### src/rtl/fsp_pkg.sv
// Constants and types shared by both ends of the protection command link
package fsp_pkg;

	// Command opcodes
	localparam logic [7:0] FSP_OP_READ_STATUS  = 8'h05;
	localparam logic [7:0] FSP_OP_WRITE_ENABLE = 8'h06;
	localparam logic [7:0] FSP_OP_RD_VOL       = 8'hfa;
	localparam logic [7:0] FSP_OP_RD_VOL_W     = 8'he0;
	localparam logic [7:0] FSP_OP_WR_VOL       = 8'hfb;
	localparam logic [7:0] FSP_OP_WR_VOL_W     = 8'he1;
	localparam logic [7:0] FSP_OP_RD_NV        = 8'hfc;
	localparam logic [7:0] FSP_OP_RD_NV_W      = 8'he2;
	localparam logic [7:0] FSP_OP_PG_NV        = 8'hfd;
	localparam logic [7:0] FSP_OP_PG_NV_W      = 8'he3;
	localparam logic [7:0] FSP_OP_ER_NV        = 8'he4;
	localparam logic [7:0] FSP_OP_RD_MODE      = 8'h2b;
	localparam logic [7:0] FSP_OP_PG_MODE      = 8'h2f;
	localparam logic [7:0] FSP_OP_RD_LOCK      = 8'ha7;
	localparam logic [7:0] FSP_OP_CLR_LOCK     = 8'ha6;
	localparam logic [7:0] FSP_OP_ERASE_SUSP   = 8'h75;

	// Status byte and bank register fields
	localparam int FSP_ST_BUSY = 0;
	localparam int FSP_ST_WEL  = 1;
	localparam int FSP_EXT_BIT = 7;

	// Frame bit counts
	localparam int         FSP_CNT_W   = 7;
	localparam logic [6:0] FSP_CNT_MAX = 7'h7f;
	localparam logic [6:0] FSP_OP_BITS = 7'h08;
	localparam logic [6:0] FSP_A3_BITS = 7'h18;
	localparam logic [6:0] FSP_A4_BITS = 7'h20;
	localparam logic [6:0] FSP_B_BITS  = 7'h08;

	// Protection array geometry and reset values
	localparam int           FSP_NUM_SECT = 16;
	localparam int           FSP_SECT_LSB = 16;
	localparam logic [7:0]   FSP_VOL_RST  = 8'hff;
	localparam logic [7:0]   FSP_NV_RST   = 8'hff;
	localparam logic [7:0]   FSP_NV_PROG  = 8'h00;
	localparam logic [7:0]   FSP_NV_ERASE = 8'hff;
	localparam logic [15:0]  FSP_MODE_RST = 16'hffff;

	// Timing
	localparam int FSP_CLK_NS        = 10;
	localparam int FSP_PROG_TIME_NS  = 10000;
	localparam int FSP_ERASE_TIME_NS = 200000;
	localparam int FSP_PROG_CYC  = (FSP_PROG_TIME_NS + FSP_CLK_NS - 1) / FSP_CLK_NS;
	localparam int FSP_ERASE_CYC = (FSP_ERASE_TIME_NS + FSP_CLK_NS - 1) / FSP_CLK_NS;
	localparam int FSP_TIMER_W   = 24;
	localparam int FSP_SCK_HALF  = 8;

	// Controller registers (byte offsets) and fields
	localparam logic [7:0] FSP_REG_CTRL  = 8'h00;
	localparam logic [7:0] FSP_REG_ADDR  = 8'h04;
	localparam logic [7:0] FSP_REG_WDATA = 8'h08;
	localparam logic [7:0] FSP_REG_RDATA = 8'h0c;
	localparam int FSP_CTRL_OP_LSB = 0;
	localparam int FSP_CTRL_AB_LSB = 8;
	localparam int FSP_CTRL_WB_LSB = 12;
	localparam int FSP_CTRL_RB_LSB = 16;
	localparam int FSP_CTRL_DONE   = 30;
	localparam int FSP_CTRL_GO     = 31;

	typedef enum logic [2:0] {
		OP_NONE, OP_VOLW, OP_NVPG, OP_NVER, OP_MODEPG, OP_LOCKCLR
	} fsp_op_t;

	typedef enum logic {DS_IDLE, DS_BUSY} fsp_dev_st_t;

	typedef enum logic [2:0] {
		HS_IDLE, HS_LOW, HS_HIGH, HS_TAIL, HS_GAP
	} fsp_host_st_t;

endpackage

### src/rtl/fsp_link_if.sv
// Serial link between the flash controller and the protection logic
`timescale 1ns/100ps
interface fsp_link_if;
	logic cs_n;
	logic sck;
	logic mosi;
	logic miso;

	modport dev (input cs_n, input sck, input mosi, output miso);
	modport host (output cs_n, output sck, output mosi, input miso);
endinterface

### src/rtl/fsp_dev.sv
// Device end: sector protection command interpreter of the serial flash
`timescale 1ns/100ps
module fsp_dev
	import fsp_pkg::*;
#(
	parameter int NUM_SECT  = FSP_NUM_SECT,
	parameter int PROG_CYC  = FSP_PROG_CYC,
	parameter int ERASE_CYC = FSP_ERASE_CYC
) (
	// Clock and reset
	input  wire logic       sys_clk,
	input  wire logic       arst_n,
	// Serial link
	fsp_link_if.dev         link,
	// Configuration
	input  wire logic [7:0] bank_addr,
	input  wire logic       quad_command_mode,
	// Status
	output logic            busy_flag,
	output logic            write_enable_latch,
	output logic            nv_protect_lock_bit
);

	localparam int SW = $clog2(NUM_SECT);

	if (NUM_SECT < 2 || (1 << SW) != NUM_SECT || SW + FSP_SECT_LSB > 32)
		$error("NUM_SECT must be a power of two fitting the address");
	if (PROG_CYC < 1 || ERASE_CYC < 1 ||
	    ERASE_CYC >= (1 << FSP_TIMER_W) || PROG_CYC >= (1 << FSP_TIMER_W))
		$error("operation times out of timer range");

	////////////////////////////////////////////////////////////////////////
	// Pin synchronisers: sck, cs_n, mosi

	logic [2:0] pin_raw;
	logic [2:0] s1_q;
	logic [2:0] s2_q;
	logic       sck_d_q;
	logic       cs_d_q;
	logic       sck_rise;
	logic       sck_fall;
	logic       cs_rise;

	assign pin_raw = {link.sck, link.cs_n, link.mosi};

	for (genvar i = 0; i < 3; i++) begin : g_sync
		always_ff @(posedge sys_clk or negedge arst_n) begin
			if (!arst_n) begin
				s1_q[i] <= (i == 1);
				s2_q[i] <= (i == 1);
			end else begin
				s1_q[i] <= pin_raw[i];
				s2_q[i] <= s1_q[i];
			end
		end
	end

	always_ff @(posedge sys_clk or negedge arst_n) begin
		if (!arst_n) begin
			sck_d_q <= 1'b0;
			cs_d_q  <= 1'b1;
		end else begin
			sck_d_q <= s2_q[2];
			cs_d_q  <= s2_q[1];
		end
	end

	assign sck_rise = s2_q[2] & ~sck_d_q & ~s2_q[1];
	assign sck_fall = ~s2_q[2] & sck_d_q & ~s2_q[1];
	assign cs_rise  = s2_q[1] & ~cs_d_q;

	////////////////////////////////////////////////////////////////////////
	// Input shifter and bit counter

	logic [31:0]          sr_q;
	logic [FSP_CNT_W-1:0] cnt_q;
	logic [7:0]           op_q;
	logic [7:0]           cur_op;
	logic [FSP_CNT_W-1:0] hdr;

	always_ff @(posedge sys_clk or negedge arst_n) begin
		if (!arst_n) begin
			sr_q  <= '0;
			cnt_q <= '0;
		end else if (s2_q[1]) begin
			cnt_q <= '0;
		end else if (sck_rise) begin
			sr_q <= {sr_q[30:0], s2_q[0]};
			if (cnt_q != FSP_CNT_MAX)
				cnt_q <= cnt_q + 7'h01;
		end
	end

	always_ff @(posedge sys_clk or negedge arst_n) begin
		if (!arst_n)
			op_q <= 8'h00;
		else if (cnt_q == FSP_OP_BITS)
			op_q <= sr_q[7:0];
	end

	assign cur_op = (cnt_q == FSP_OP_BITS) ? sr_q[7:0] : op_q;

	// Opcode bits plus address bits for each command
	function automatic logic [6:0] hdr_bits(input logic [7:0] op,
	                                        input logic       ext);
		case (op)
			FSP_OP_RD_VOL, FSP_OP_WR_VOL, FSP_OP_RD_NV, FSP_OP_PG_NV:
				hdr_bits = FSP_OP_BITS + (ext ? FSP_A4_BITS : FSP_A3_BITS);
			FSP_OP_RD_VOL_W, FSP_OP_WR_VOL_W, FSP_OP_RD_NV_W, FSP_OP_PG_NV_W:
				hdr_bits = FSP_OP_BITS + FSP_A4_BITS;
			default:
				hdr_bits = FSP_OP_BITS;
		endcase
	endfunction

	assign hdr = hdr_bits(cur_op, bank_addr[FSP_EXT_BIT]);

	////////////////////////////////////////////////////////////////////////
	// Protection state

	logic [7:0]        vol_q [NUM_SECT];
	logic [7:0]        nv_q  [NUM_SECT];
	logic [15:0]       mode_q;
	logic [31:0]       addr_w;
	logic [SW-1:0]     sect_w;
	logic [SW-1:0]     sect_q;
	logic [SW-1:0]     hsect_q;
	fsp_dev_st_t       st_q;
	fsp_op_t           kind_q;
	logic [FSP_TIMER_W-1:0] tim_q;
	logic [15:0]       data_q;
	logic              done;

	// Short address takes its upper bits from the bank register
	assign addr_w = (hdr == FSP_OP_BITS + FSP_A4_BITS) ? sr_q :
	                {1'b0, bank_addr[6:0], sr_q[23:0]};
	assign sect_w = addr_w[FSP_SECT_LSB +: SW];
	assign done   = (st_q == DS_BUSY) && (tim_q == '0);

	// A write's data byte pushes the address out of the shifter, so the
	// sector is caught as soon as the header is complete
	always_ff @(posedge sys_clk or negedge arst_n) begin
		if (!arst_n)
			hsect_q <= '0;
		else if (!s2_q[1] && cnt_q == hdr)
			hsect_q <= sect_w;
	end

	////////////////////////////////////////////////////////////////////////
	// Read path: load a 16-bit pattern, shift it out on sck falls

	logic [15:0] out_q;
	logic [3:0]  idx_q;
	logic        out_en_q;
	logic        so_q;
	logic        rd_ok;
	logic [15:0] rd_word;

	always_comb begin
		rd_ok   = (st_q == DS_IDLE);
		rd_word = '0;
		case (cur_op)
			FSP_OP_READ_STATUS: begin
				rd_ok   = 1'b1;
				rd_word = {2{6'h00, write_enable_latch, busy_flag}};
			end
			FSP_OP_RD_VOL, FSP_OP_RD_VOL_W:
				rd_word = {2{vol_q[sect_w]}};
			FSP_OP_RD_NV, FSP_OP_RD_NV_W: begin
				rd_ok   = rd_ok & ~quad_command_mode;
				rd_word = {2{nv_q[sect_w]}};
			end
			FSP_OP_RD_MODE:
				rd_word = {mode_q[7:0], mode_q[15:8]};
			FSP_OP_RD_LOCK: begin
				rd_ok   = rd_ok & ~quad_command_mode;
				rd_word = {2{7'h00, nv_protect_lock_bit}};
			end
			default:
				rd_ok = 1'b0;
		endcase
	end

	always_ff @(posedge sys_clk or negedge arst_n) begin
		if (!arst_n) begin
			out_q    <= '0;
			out_en_q <= 1'b0;
		end else if (s2_q[1]) begin
			out_en_q <= 1'b0;
		end else if (!out_en_q && cnt_q == hdr && rd_ok) begin
			out_q    <= rd_word;
			out_en_q <= 1'b1;
		end
	end

	// Index wraps at 16 so the same pattern repeats
	always_ff @(posedge sys_clk or negedge arst_n) begin
		if (!arst_n) begin
			idx_q <= 4'h0;
			so_q  <= 1'b0;
		end else if (s2_q[1]) begin
			idx_q <= 4'h0;
			so_q  <= 1'b0;
		end else if (out_en_q && sck_fall) begin
			so_q  <= out_q[~idx_q];
			idx_q <= idx_q + 4'h1;
		end
	end

	assign link.miso = so_q;

	////////////////////////////////////////////////////////////////////////
	// Frame end: decide what a deselect starts

	fsp_op_t   go_kind;
	logic [6:0] full_hdr;

	assign full_hdr = hdr_bits(op_q, bank_addr[FSP_EXT_BIT]);

	always_comb begin
		go_kind = OP_NONE;
		if (cs_rise && st_q == DS_IDLE && write_enable_latch) begin
			case (op_q)
				FSP_OP_WR_VOL, FSP_OP_WR_VOL_W:
					if (cnt_q == full_hdr + FSP_B_BITS)
						go_kind = OP_VOLW;
				FSP_OP_PG_NV, FSP_OP_PG_NV_W:
					if (cnt_q == full_hdr)
						go_kind = OP_NVPG;
				FSP_OP_ER_NV:
					if (cnt_q == FSP_OP_BITS)
						go_kind = OP_NVER;
				FSP_OP_PG_MODE:
					if (cnt_q == FSP_OP_BITS + FSP_B_BITS + FSP_B_BITS)
						go_kind = OP_MODEPG;
				FSP_OP_CLR_LOCK:
					if (cnt_q == FSP_OP_BITS)
						go_kind = OP_LOCKCLR;
				// Suspend has no effect here, so erase runs to the end
				FSP_OP_ERASE_SUSP:
					go_kind = OP_NONE;
				default:
					go_kind = OP_NONE;
			endcase
		end
	end

	////////////////////////////////////////////////////////////////////////
	// Busy engine

	always_ff @(posedge sys_clk or negedge arst_n) begin
		if (!arst_n) begin
			st_q   <= DS_IDLE;
			kind_q <= OP_NONE;
			tim_q  <= '0;
			sect_q <= '0;
			data_q <= '0;
		end else begin
			case (st_q)
				DS_IDLE:
					if (go_kind != OP_NONE) begin
						st_q   <= DS_BUSY;
						kind_q <= go_kind;
						sect_q <= hsect_q;
						// Mode bytes arrive low byte first
						data_q <= {sr_q[7:0], sr_q[15:8]};
						tim_q  <= (go_kind == OP_NVER) ?
						          FSP_TIMER_W'(ERASE_CYC - 1) :
						          FSP_TIMER_W'(PROG_CYC - 1);
					end
				DS_BUSY:
					if (done)
						st_q <= DS_IDLE;
					else
						tim_q <= tim_q - 1'b1;
				default:
					st_q <= DS_IDLE;
			endcase
		end
	end

	always_ff @(posedge sys_clk or negedge arst_n) begin
		if (!arst_n)
			busy_flag <= 1'b0;
		else
			busy_flag <= (st_q == DS_BUSY) && !done;
	end

	always_ff @(posedge sys_clk or negedge arst_n) begin
		if (!arst_n)
			write_enable_latch <= 1'b0;
		else if (done && kind_q != OP_VOLW)
			write_enable_latch <= 1'b0;
		else if (cs_rise && st_q == DS_IDLE && op_q == FSP_OP_WRITE_ENABLE &&
		         cnt_q == FSP_OP_BITS)
			write_enable_latch <= 1'b1;
	end

	////////////////////////////////////////////////////////////////////////
	// Protection arrays, mode register and lock bit update on completion

	always_ff @(posedge sys_clk or negedge arst_n) begin
		if (!arst_n) begin
			for (int s = 0; s < NUM_SECT; s++)
				vol_q[s] <= FSP_VOL_RST;
		end else if (done && kind_q == OP_VOLW) begin
			vol_q[sect_q] <= data_q[15:8];
		end
	end

	always_ff @(posedge sys_clk or negedge arst_n) begin
		if (!arst_n) begin
			for (int s = 0; s < NUM_SECT; s++)
				nv_q[s] <= FSP_NV_RST;
		end else if (done && kind_q == OP_NVPG) begin
			nv_q[sect_q] <= FSP_NV_PROG;
		end else if (done && kind_q == OP_NVER) begin
			for (int s = 0; s < NUM_SECT; s++)
				nv_q[s] <= FSP_NV_ERASE;
		end
	end

	always_ff @(posedge sys_clk or negedge arst_n) begin
		if (!arst_n)
			mode_q <= FSP_MODE_RST;
		else if (done && kind_q == OP_MODEPG)
			mode_q <= data_q;
	end

	always_ff @(posedge sys_clk or negedge arst_n) begin
		if (!arst_n)
			nv_protect_lock_bit <= 1'b1;
		else if (done && kind_q == OP_LOCKCLR)
			nv_protect_lock_bit <= 1'b0;
	end

endmodule // fsp_dev

### src/flat_wrapper.sv
// flat-port wrapper written by rule: the top's interface ports become plain ports
module fsp_dev_flat import fsp_pkg::*;
#(
	parameter int NUM_SECT  = FSP_NUM_SECT,
	parameter int PROG_CYC  = FSP_PROG_CYC,
	parameter int ERASE_CYC = FSP_ERASE_CYC
)
  (sys_clk, arst_n, bank_addr, quad_command_mode, busy_flag, write_enable_latch, nv_protect_lock_bit, link_cs_n, link_sck, link_mosi, link_miso);
  fsp_link_if link_i ();
  input  wire logic sys_clk;
  input  wire logic arst_n;
  input  wire logic [7:0] bank_addr;
  input  wire logic quad_command_mode;
  output logic busy_flag;
  output logic write_enable_latch;
  output logic nv_protect_lock_bit;
  input wire logic [$bits(link_i.cs_n)-1:0] link_cs_n;
  input wire logic [$bits(link_i.sck)-1:0] link_sck;
  input wire logic [$bits(link_i.mosi)-1:0] link_mosi;
  output wire logic [$bits(link_i.miso)-1:0] link_miso;
  assign link_i.cs_n = link_cs_n;
  assign link_i.sck = link_sck;
  assign link_i.mosi = link_mosi;
  assign link_miso = link_i.miso;
  fsp_dev #(.NUM_SECT(NUM_SECT), .PROG_CYC(PROG_CYC), .ERASE_CYC(ERASE_CYC)) u_core (.sys_clk(sys_clk), .arst_n(arst_n), .link(link_i), .bank_addr(bank_addr), .quad_command_mode(quad_command_mode), .busy_flag(busy_flag), .write_enable_latch(write_enable_latch), .nv_protect_lock_bit(nv_protect_lock_bit));
endmodule
### config.mk
export PLATFORM = sky130hd
export DESIGN_NAME = fsp_dev_flat
export DESIGN_NICKNAME = d
export VERILOG_FILES = /design/src/rtl/fsp_pkg.sv /design/src/rtl/fsp_link_if.sv /design/src/rtl/fsp_dev.sv /design/src/flat_wrapper.sv
export SDC_FILE = /design/constraint.sdc
export NUM_CORES = 1
export LEC_CHECK = 0
export BUFFER_PORTS_ARGS = -buffer_cell sky130_fd_sc_hd__buf_4
export CORE_ASPECT_RATIO = 1.25
export CORE_MARGIN = 2
export CORE_UTILIZATION = 60
export CTS_BUF_LIST = sky130_fd_sc_hd__clkbuf_4 sky130_fd_sc_hd__clkbuf_8
export CTS_CLUSTER_DIAMETER = 60
export CTS_CLUSTER_SIZE = 25
export DETAILED_ROUTE_END_ITERATION = 8
export MAX_ROUTING_LAYER = met4
export PLACE_DENSITY = 0.76
export REMOVE_ABC_BUFFERS = 1
export SYNTH_ARGS = -nofsm -noshare
export SYNTH_HDL_FRONTEND = slang
export SYNTH_SLANG_ARGS = --single-unit
### constraint.sdc
create_clock -name sys_clk -period 8.8 [get_ports sys_clk]
set_input_delay 1.32 -clock sys_clk [delete_from_list [all_inputs] [get_ports sys_clk]]
set_output_delay 1.32 -clock sys_clk [all_outputs]
set_load 0.03 [all_outputs]
==> impl_metrics.tcl, run 1 <==
set metrics [dict create \
    numPortBuffers 10 \
    clock_path_buffers 3 \
    async_flop_share 1.00 \
    rows 71 \
    synth_commonest_cells "nand2_1 (339), dfstp_2 (276), mux2_2 (209)" \
    post-route-drc-count 0 \
    fin_nets 1447 \
    synth.most_common_cell "nand2_1" \
    rsz0062_at_grt "false" \
    core_sq_um 30200 \
    grtUsageTotal 0.254 \
    antenna_found_initial 0 \
    cp_top_family "compound AO/OA/AOI/OAI gates" \
    die_h_um 200 \
    ys.flop_type "dfstp_2" \
    die_area_sq_um 32300 \
    synthTopCellsByArea "dfstp_2 (39%), dfrtp_1 (16%), mux2_2 (13%), mux4_2 (10%), nand2_1 (6.9%)" \
    clk_latency_ns 0.62 \
    max_stage_delay_ns 0.98 \
    yosys_warnings 0 \
    io_pins 18 \
    finalHoldViolations 0 \
    cts_root_buf "clkbuf_8" \
    via_per_inst 6.16 \
    ys_seq_area_frac 0.549 \
    crit_chain "buf_4 -> mux4_2 -> a22oi_1 -> a31oi_1 -> a2111oi_0 -> nand2_1 -> mux2_2" \
    vias 11392 \
    status "complete, no violations" \
    ys_ff_latch 392 \
    synth_edf_count 0 \
    grt_pass1_vias 11778 \
    synthToLayoutAreaGrowth_pct 5.27 \
    wl_um 38700 \
    grt_max_degree 176 \
    n_antenna_cell 0 \
    startpoint_type "flip-flop" \
    synth.top_cell.area_share 0.392 \
    h-tree-depth 1 \
    die_w_um 161 \
    place.gp.congestion 0.853 \
    setup_violations 0 \
    wl_per_cell_um 20.9 \
    cts_hold_buf 0 \
    cp-end-kind "flip-flop" \
    drv_slew 0 \
    cp.required_ns 9.30 \
    drive_gt1_frac 0.468 \
    cts_buffers 27 \
    cts_sinks 392 \
    initial_utilization 0.613 \
    min_path_type "flip-flop to flip-flop" \
    cts_tree "yes" \
    peakVddDrop_mv 0.161 \
    grt_pass1_wl_um 63500 \
    syn_area_sq_um 18500 \
    cp_num_buf_inv 1 \
    power_uw 3000 \
    period_needed_ns 3.94 \
    power.density_nw_per_um2 154 \
    clkTransAtPathRegs_ns 0.13 \
    yosysTopAreaCell "dfstp_2" \
    finClkSkew_ns 0.0263 \
    cts_resized 0 \
    fin_crit_sh 0.447 \
    crit_arrival_ns 4.44 \
    max_cap_viol_count 0 \
    tns_ns 0 \
    detailed_place_hpwl_um 25600 \
    tightest_slew_ns 1.21 \
    postCtsSetupRepairBufs 0 \
    syn_avg_cell_area_sq_um 12.6 \
    max_freq_ghz 0.254 \
    relSlewSlack 0.192 \
    antenna_left 0 \
    first_iter_violations 921 \
    netlist_instances 1464 \
    grt_overflow_total 0 \
    critPathKind "flip-flop to flip-flop" \
    slowest_stage "dfrtp_4" \
    critical_path_peak_fanout 42 \
    p_leak_uw 0.00844 \
    yosysUniqueCellTypes 80 \
    drtPass1Iterations 5 \
]
## final cells by class
class / instances / area (sq um)
Clock buffer: 29 / 399
Clock inverter: 20 / 251
Fill cell: 2261 / 10700
Inverter: 15 / 56.3
Multi-Input combinational cell: 975 / 7960
Sequential cell: 392 / 10200
Tap cell: 401 / 502
Timing Repair Buffer: 18 / 155
## where the power goes
group / internal (uW) / total (uW) / switching [uW]
Combinational: 33.2 / 83.6 / 50.4
Sequential: 1830 / 1870 / 42.2
Clock: 385 / 1040 / 657
Total: 2250 / 3000 / 750
## metrics by stage
step	setup WS (ns)	cell area (sq um)	cells	hold slack, ns	util
after floorplan	4.21	18200	1382	0.331	-
after global placement	4.78	18800	1801	0.332	0.624
after detailed placement	4.77	18800	1801	0.335	0.624
after CTS	4.77	19500	1850	0.365	0.645
after global routing	4.55	19500	1850	0.372	0.645
final	4.86	19500	1850	0.363	0.645
## state kept, by name (all words and copies together) (netlist names), 7 cells and up
register / count
u_core.sr_q: 20
u_core.mode_q: 16
u_core.out_q: 16
u_core.cnt_q: 7
u_core.op_q: 8
u_core.tim_q: 24
u_core.data_q: 16
u_core.vol_q: 128
u_core.nv_q: 128
## cell usage in the layout (no fill, tap or decap), types with 12 or more instances in the layout
cell type | Yosys | final
a21oi_1 | 23 | 23
buf_4 | 1 | 16
clkbuf_8 | 0 | 29
dfrtp_1 | 116 | 114
dfstp_2 | 276 | 276
inv_1 | 14 | 14
mux2_2 | 209 | 209
mux4_2 | 83 | 83
nand2_1 | 339 | 339
nand3_1 | 20 | 20
nor2_1 | 47 | 46
nor3_1 | 20 | 20
nor4_1 | 12 | 12
o21ai_0 | 12 | 12
or3_1 | 20 | 20
## routing by layer
layer	vias to the layer above	wire length, um	global-route usage
li1	5136	-	-
met1	5883	15900	0.326
met2	276	20000	0.424
met3	97	1160	0.0211
met4	0	1630	0.0960
met5	-	0	-
## cells by family after synthesis
group	synth area share
and+or+nand+nor	0.151
DFF	0.549
muxes	0.233
buffers and inverters	0.0216
AOI/OAI and AO/OA	0.0365
xor gates and xnor gates	0.00662
adders and majority gates	0.00270
## worst paths after layout
kind	start	end	slack, ns	cells after the start
setup reg to reg	u_core.sr_q[16]$_DFFE_PN0P_	u_core.out_q[0]$_DFFE_PN0P_	4.86	7
hold reg to reg	u_core.s1_q[2]$_DFF_PN0_	u_core.s2_q[2]$_DFF_PN0_	0.36	0
min in group asynchronous	arst_n	u_core.tim_q[17]$_DFFE_PN0P_	0.80	1
hold / removal	u_core.s1_q[2]$_DFF_PN0_	u_core.s2_q[2]$_DFF_PN0_	0.36	0
setup / recovery	u_core.sr_q[16]$_DFFE_PN0P_	u_core.out_q[0]$_DFFE_PN0P_	4.86	7
max in group asynchronous	arst_n	u_core.sr_q[16]$_DFFE_PN0P_	6.41	2
Note: power is estimated with default switching activity, not from simulation.
==> run 2, diff against run 1 <==
clock period = 3.98 ns   (was 8.8 ns; I/O delays follow)
==> impl_metrics.tcl, run 2 (synthesis results as in run 1) <==
set metrics [dict create \
    status "finished, violations left" \
    violations "hold timing" \
    max_stage_delay_ns 0.70 \
    synthToLayoutAreaGrowth_pct 6.06 \
    critical_path_peak_fanout 24 \
    relSlewSlack 0.278 \
    antenna_found_initial 0 \
    grt_pass1_wl_um 63600 \
    power_uw 6550 \
    cp.depth 6 \
    clkTransAtPathRegs_ns 0.13 \
    clk_latency_ns 0.64 \
    n_antenna_cell 0 \
    fin_crit_sh 0.840 \
    slowest_stage "o21ba_2" \
    detailed_place_hpwl_um 26000 \
    wl_met1_um 16200 \
    drive_gt1_frac 0.473 \
    cp_top_family "compound AO/OA/AOI/OAI gates" \
    power.density_nw_per_um2 333 \
    setup_violations 0 \
    antenna_left 0 \
    startpoint_type "flip-flop" \
    drtPass1Iterations 5 \
    numPortBuffers 10 \
    finClkSkew_ns 0.0557 \
    cts_buffers 25 \
    grt_pass1_vias 11726 \
    tightest_slew_ns 1.08 \
    grtUsageTotal 0.254 \
    grt_overflow_total 0 \
    cts_resized 0 \
    p_leak_uw 0.00853 \
    place_area_sq_um 19000 \
    cp-end-kind "flip-flop" \
    period_needed_ns 3.34 \
    final_util 0.650 \
    peakVddDrop_mv 0.330 \
    crit_arrival_ns 3.87 \
    fin_nets 1463 \
    postCtsSetupRepairBufs 0 \
    crit_chain "xor2_1 -> and3_1 -> or3_1 -> a211oi_1 -> o21ba_2 -> mux2_2" \
    wl_um 38500 \
    finalHoldViolations 4 \
    routed-wl-met3_um 1080 \
    h-tree-depth 1 \
    tns_ns 0 \
    drv_slew 0 \
    hold_ws_ns -0.0137 \
    cts_root_buf "clkbuf_8" \
    clock_path_buffers 3 \
    post-route-drc-count 0 \
    cts_hold_buf 0 \
    cts_tree "yes" \
    core_sq_um 30200 \
    final_common_cell "nand2_1" \
    ff_latch_area_sq_um 10200 \
    die_h_um 200 \
    r2r_cells 6 \
    rows 71 \
    min_path_type "primary input to async pin" \
    die_w_um 161 \
    vias 11392 \
    rsz0062_at_grt "false" \
    fin_area_sq_um 19600 \
    route.met2.wl_um 20000 \
    via_per_inst 6.11 \
    die_area_sq_um 32300 \
    cp.required_ns 4.51 \
    fillers 2248 \
    critPathKind "flip-flop to flip-flop" \
    cts_sinks 392 \
    multi_input_area_sq_um 7960 \
    wl_per_cell_um 20.7 \
    max_cap_viol_count 0 \
    place.gp.congestion 0.898 \
    most-common-layout-cells "nand2_1 (339), dfstp_2 (276), mux2_2 (209)" \
    first_iter_violations 1087 \
    io_pins 18 \
    largest_registers "u_core.nv_q (128), u_core.vol_q (128), u_core.tim_q (24)" \
    top_layer "met4" \
    initial_utilization 0.613 \
    grt_max_degree 107 \
    max_freq_ghz 0.299 \
    cp_num_buf_inv 0 \
]
run 2: stage by stage:
| step | instances | setup slack, ns |
|---|---|---|
| global route | 1864 | 0.472 |
| detailed placement | 1819 | 0.692 |
| floorplan | 1382 | -0.611 |
| finish | 1864 | 0.637 |
| global placement | 1819 | 0.759 |
| CTS | 1864 | 0.656 |
run 2: power breakdown:
group | total (uW) | internal, uW | leakage (uW) | switching [uW]
registers | 4130 | 4040 | 0.00436 | 90.8
logic | 189 | 77.5 | 0.00386 | 112
clock network | 2220 | 810 | 0.000309 | 1410
total | 6550 | 4930 | 0.00853 | 1620
run 2: area by class of cell:
class                   instances  share of cell area
repair buffers                 36              0.0173
clock buffers                  30              0.0198
flip-flops and latches        392               0.517
multi-input cells             975               0.406
clock inverters                15              0.0115
well taps                     401              0.0256
inverters                      15             0.00287
run 2: final timing paths:
path / start / end / slack, ns
worst max register to register: u_core.op_q[2]$_DFF_PN0_ / u_core.sect_q[2]$_DFFE_PN0P_ / 0.64
worst min-delay path: arst_n / u_core.tim_q[13]$_DFFE_PN0P_ / -0.01
worst min register to register: u_core.s1_q[1]$_DFF_PN1_ / u_core.s2_q[1]$_DFF_PN1_ / 0.36
max in group asynchronous: arst_n / u_core.vol_q[24]$_DFFE_PN1P_ / 2.83
min in group sys_clk: link_cs_n / u_core.s1_q[1]$_DFF_PN1_ / 0.05
worst max-delay path: u_core.op_q[2]$_DFF_PN0_ / u_core.sect_q[2]$_DFFE_PN0P_ / 0.64
run 2: per-layer routing:
| metal | track usage | vias up |
|---|---|---|
| met3 | 0.0224 | 73 |
| met4 | 0.0880 | 0 |
| met2 | 0.421 | 206 |
| met5 | - | - |
| li1 | - | 5162 |
| met1 | 0.333 | 5951 |
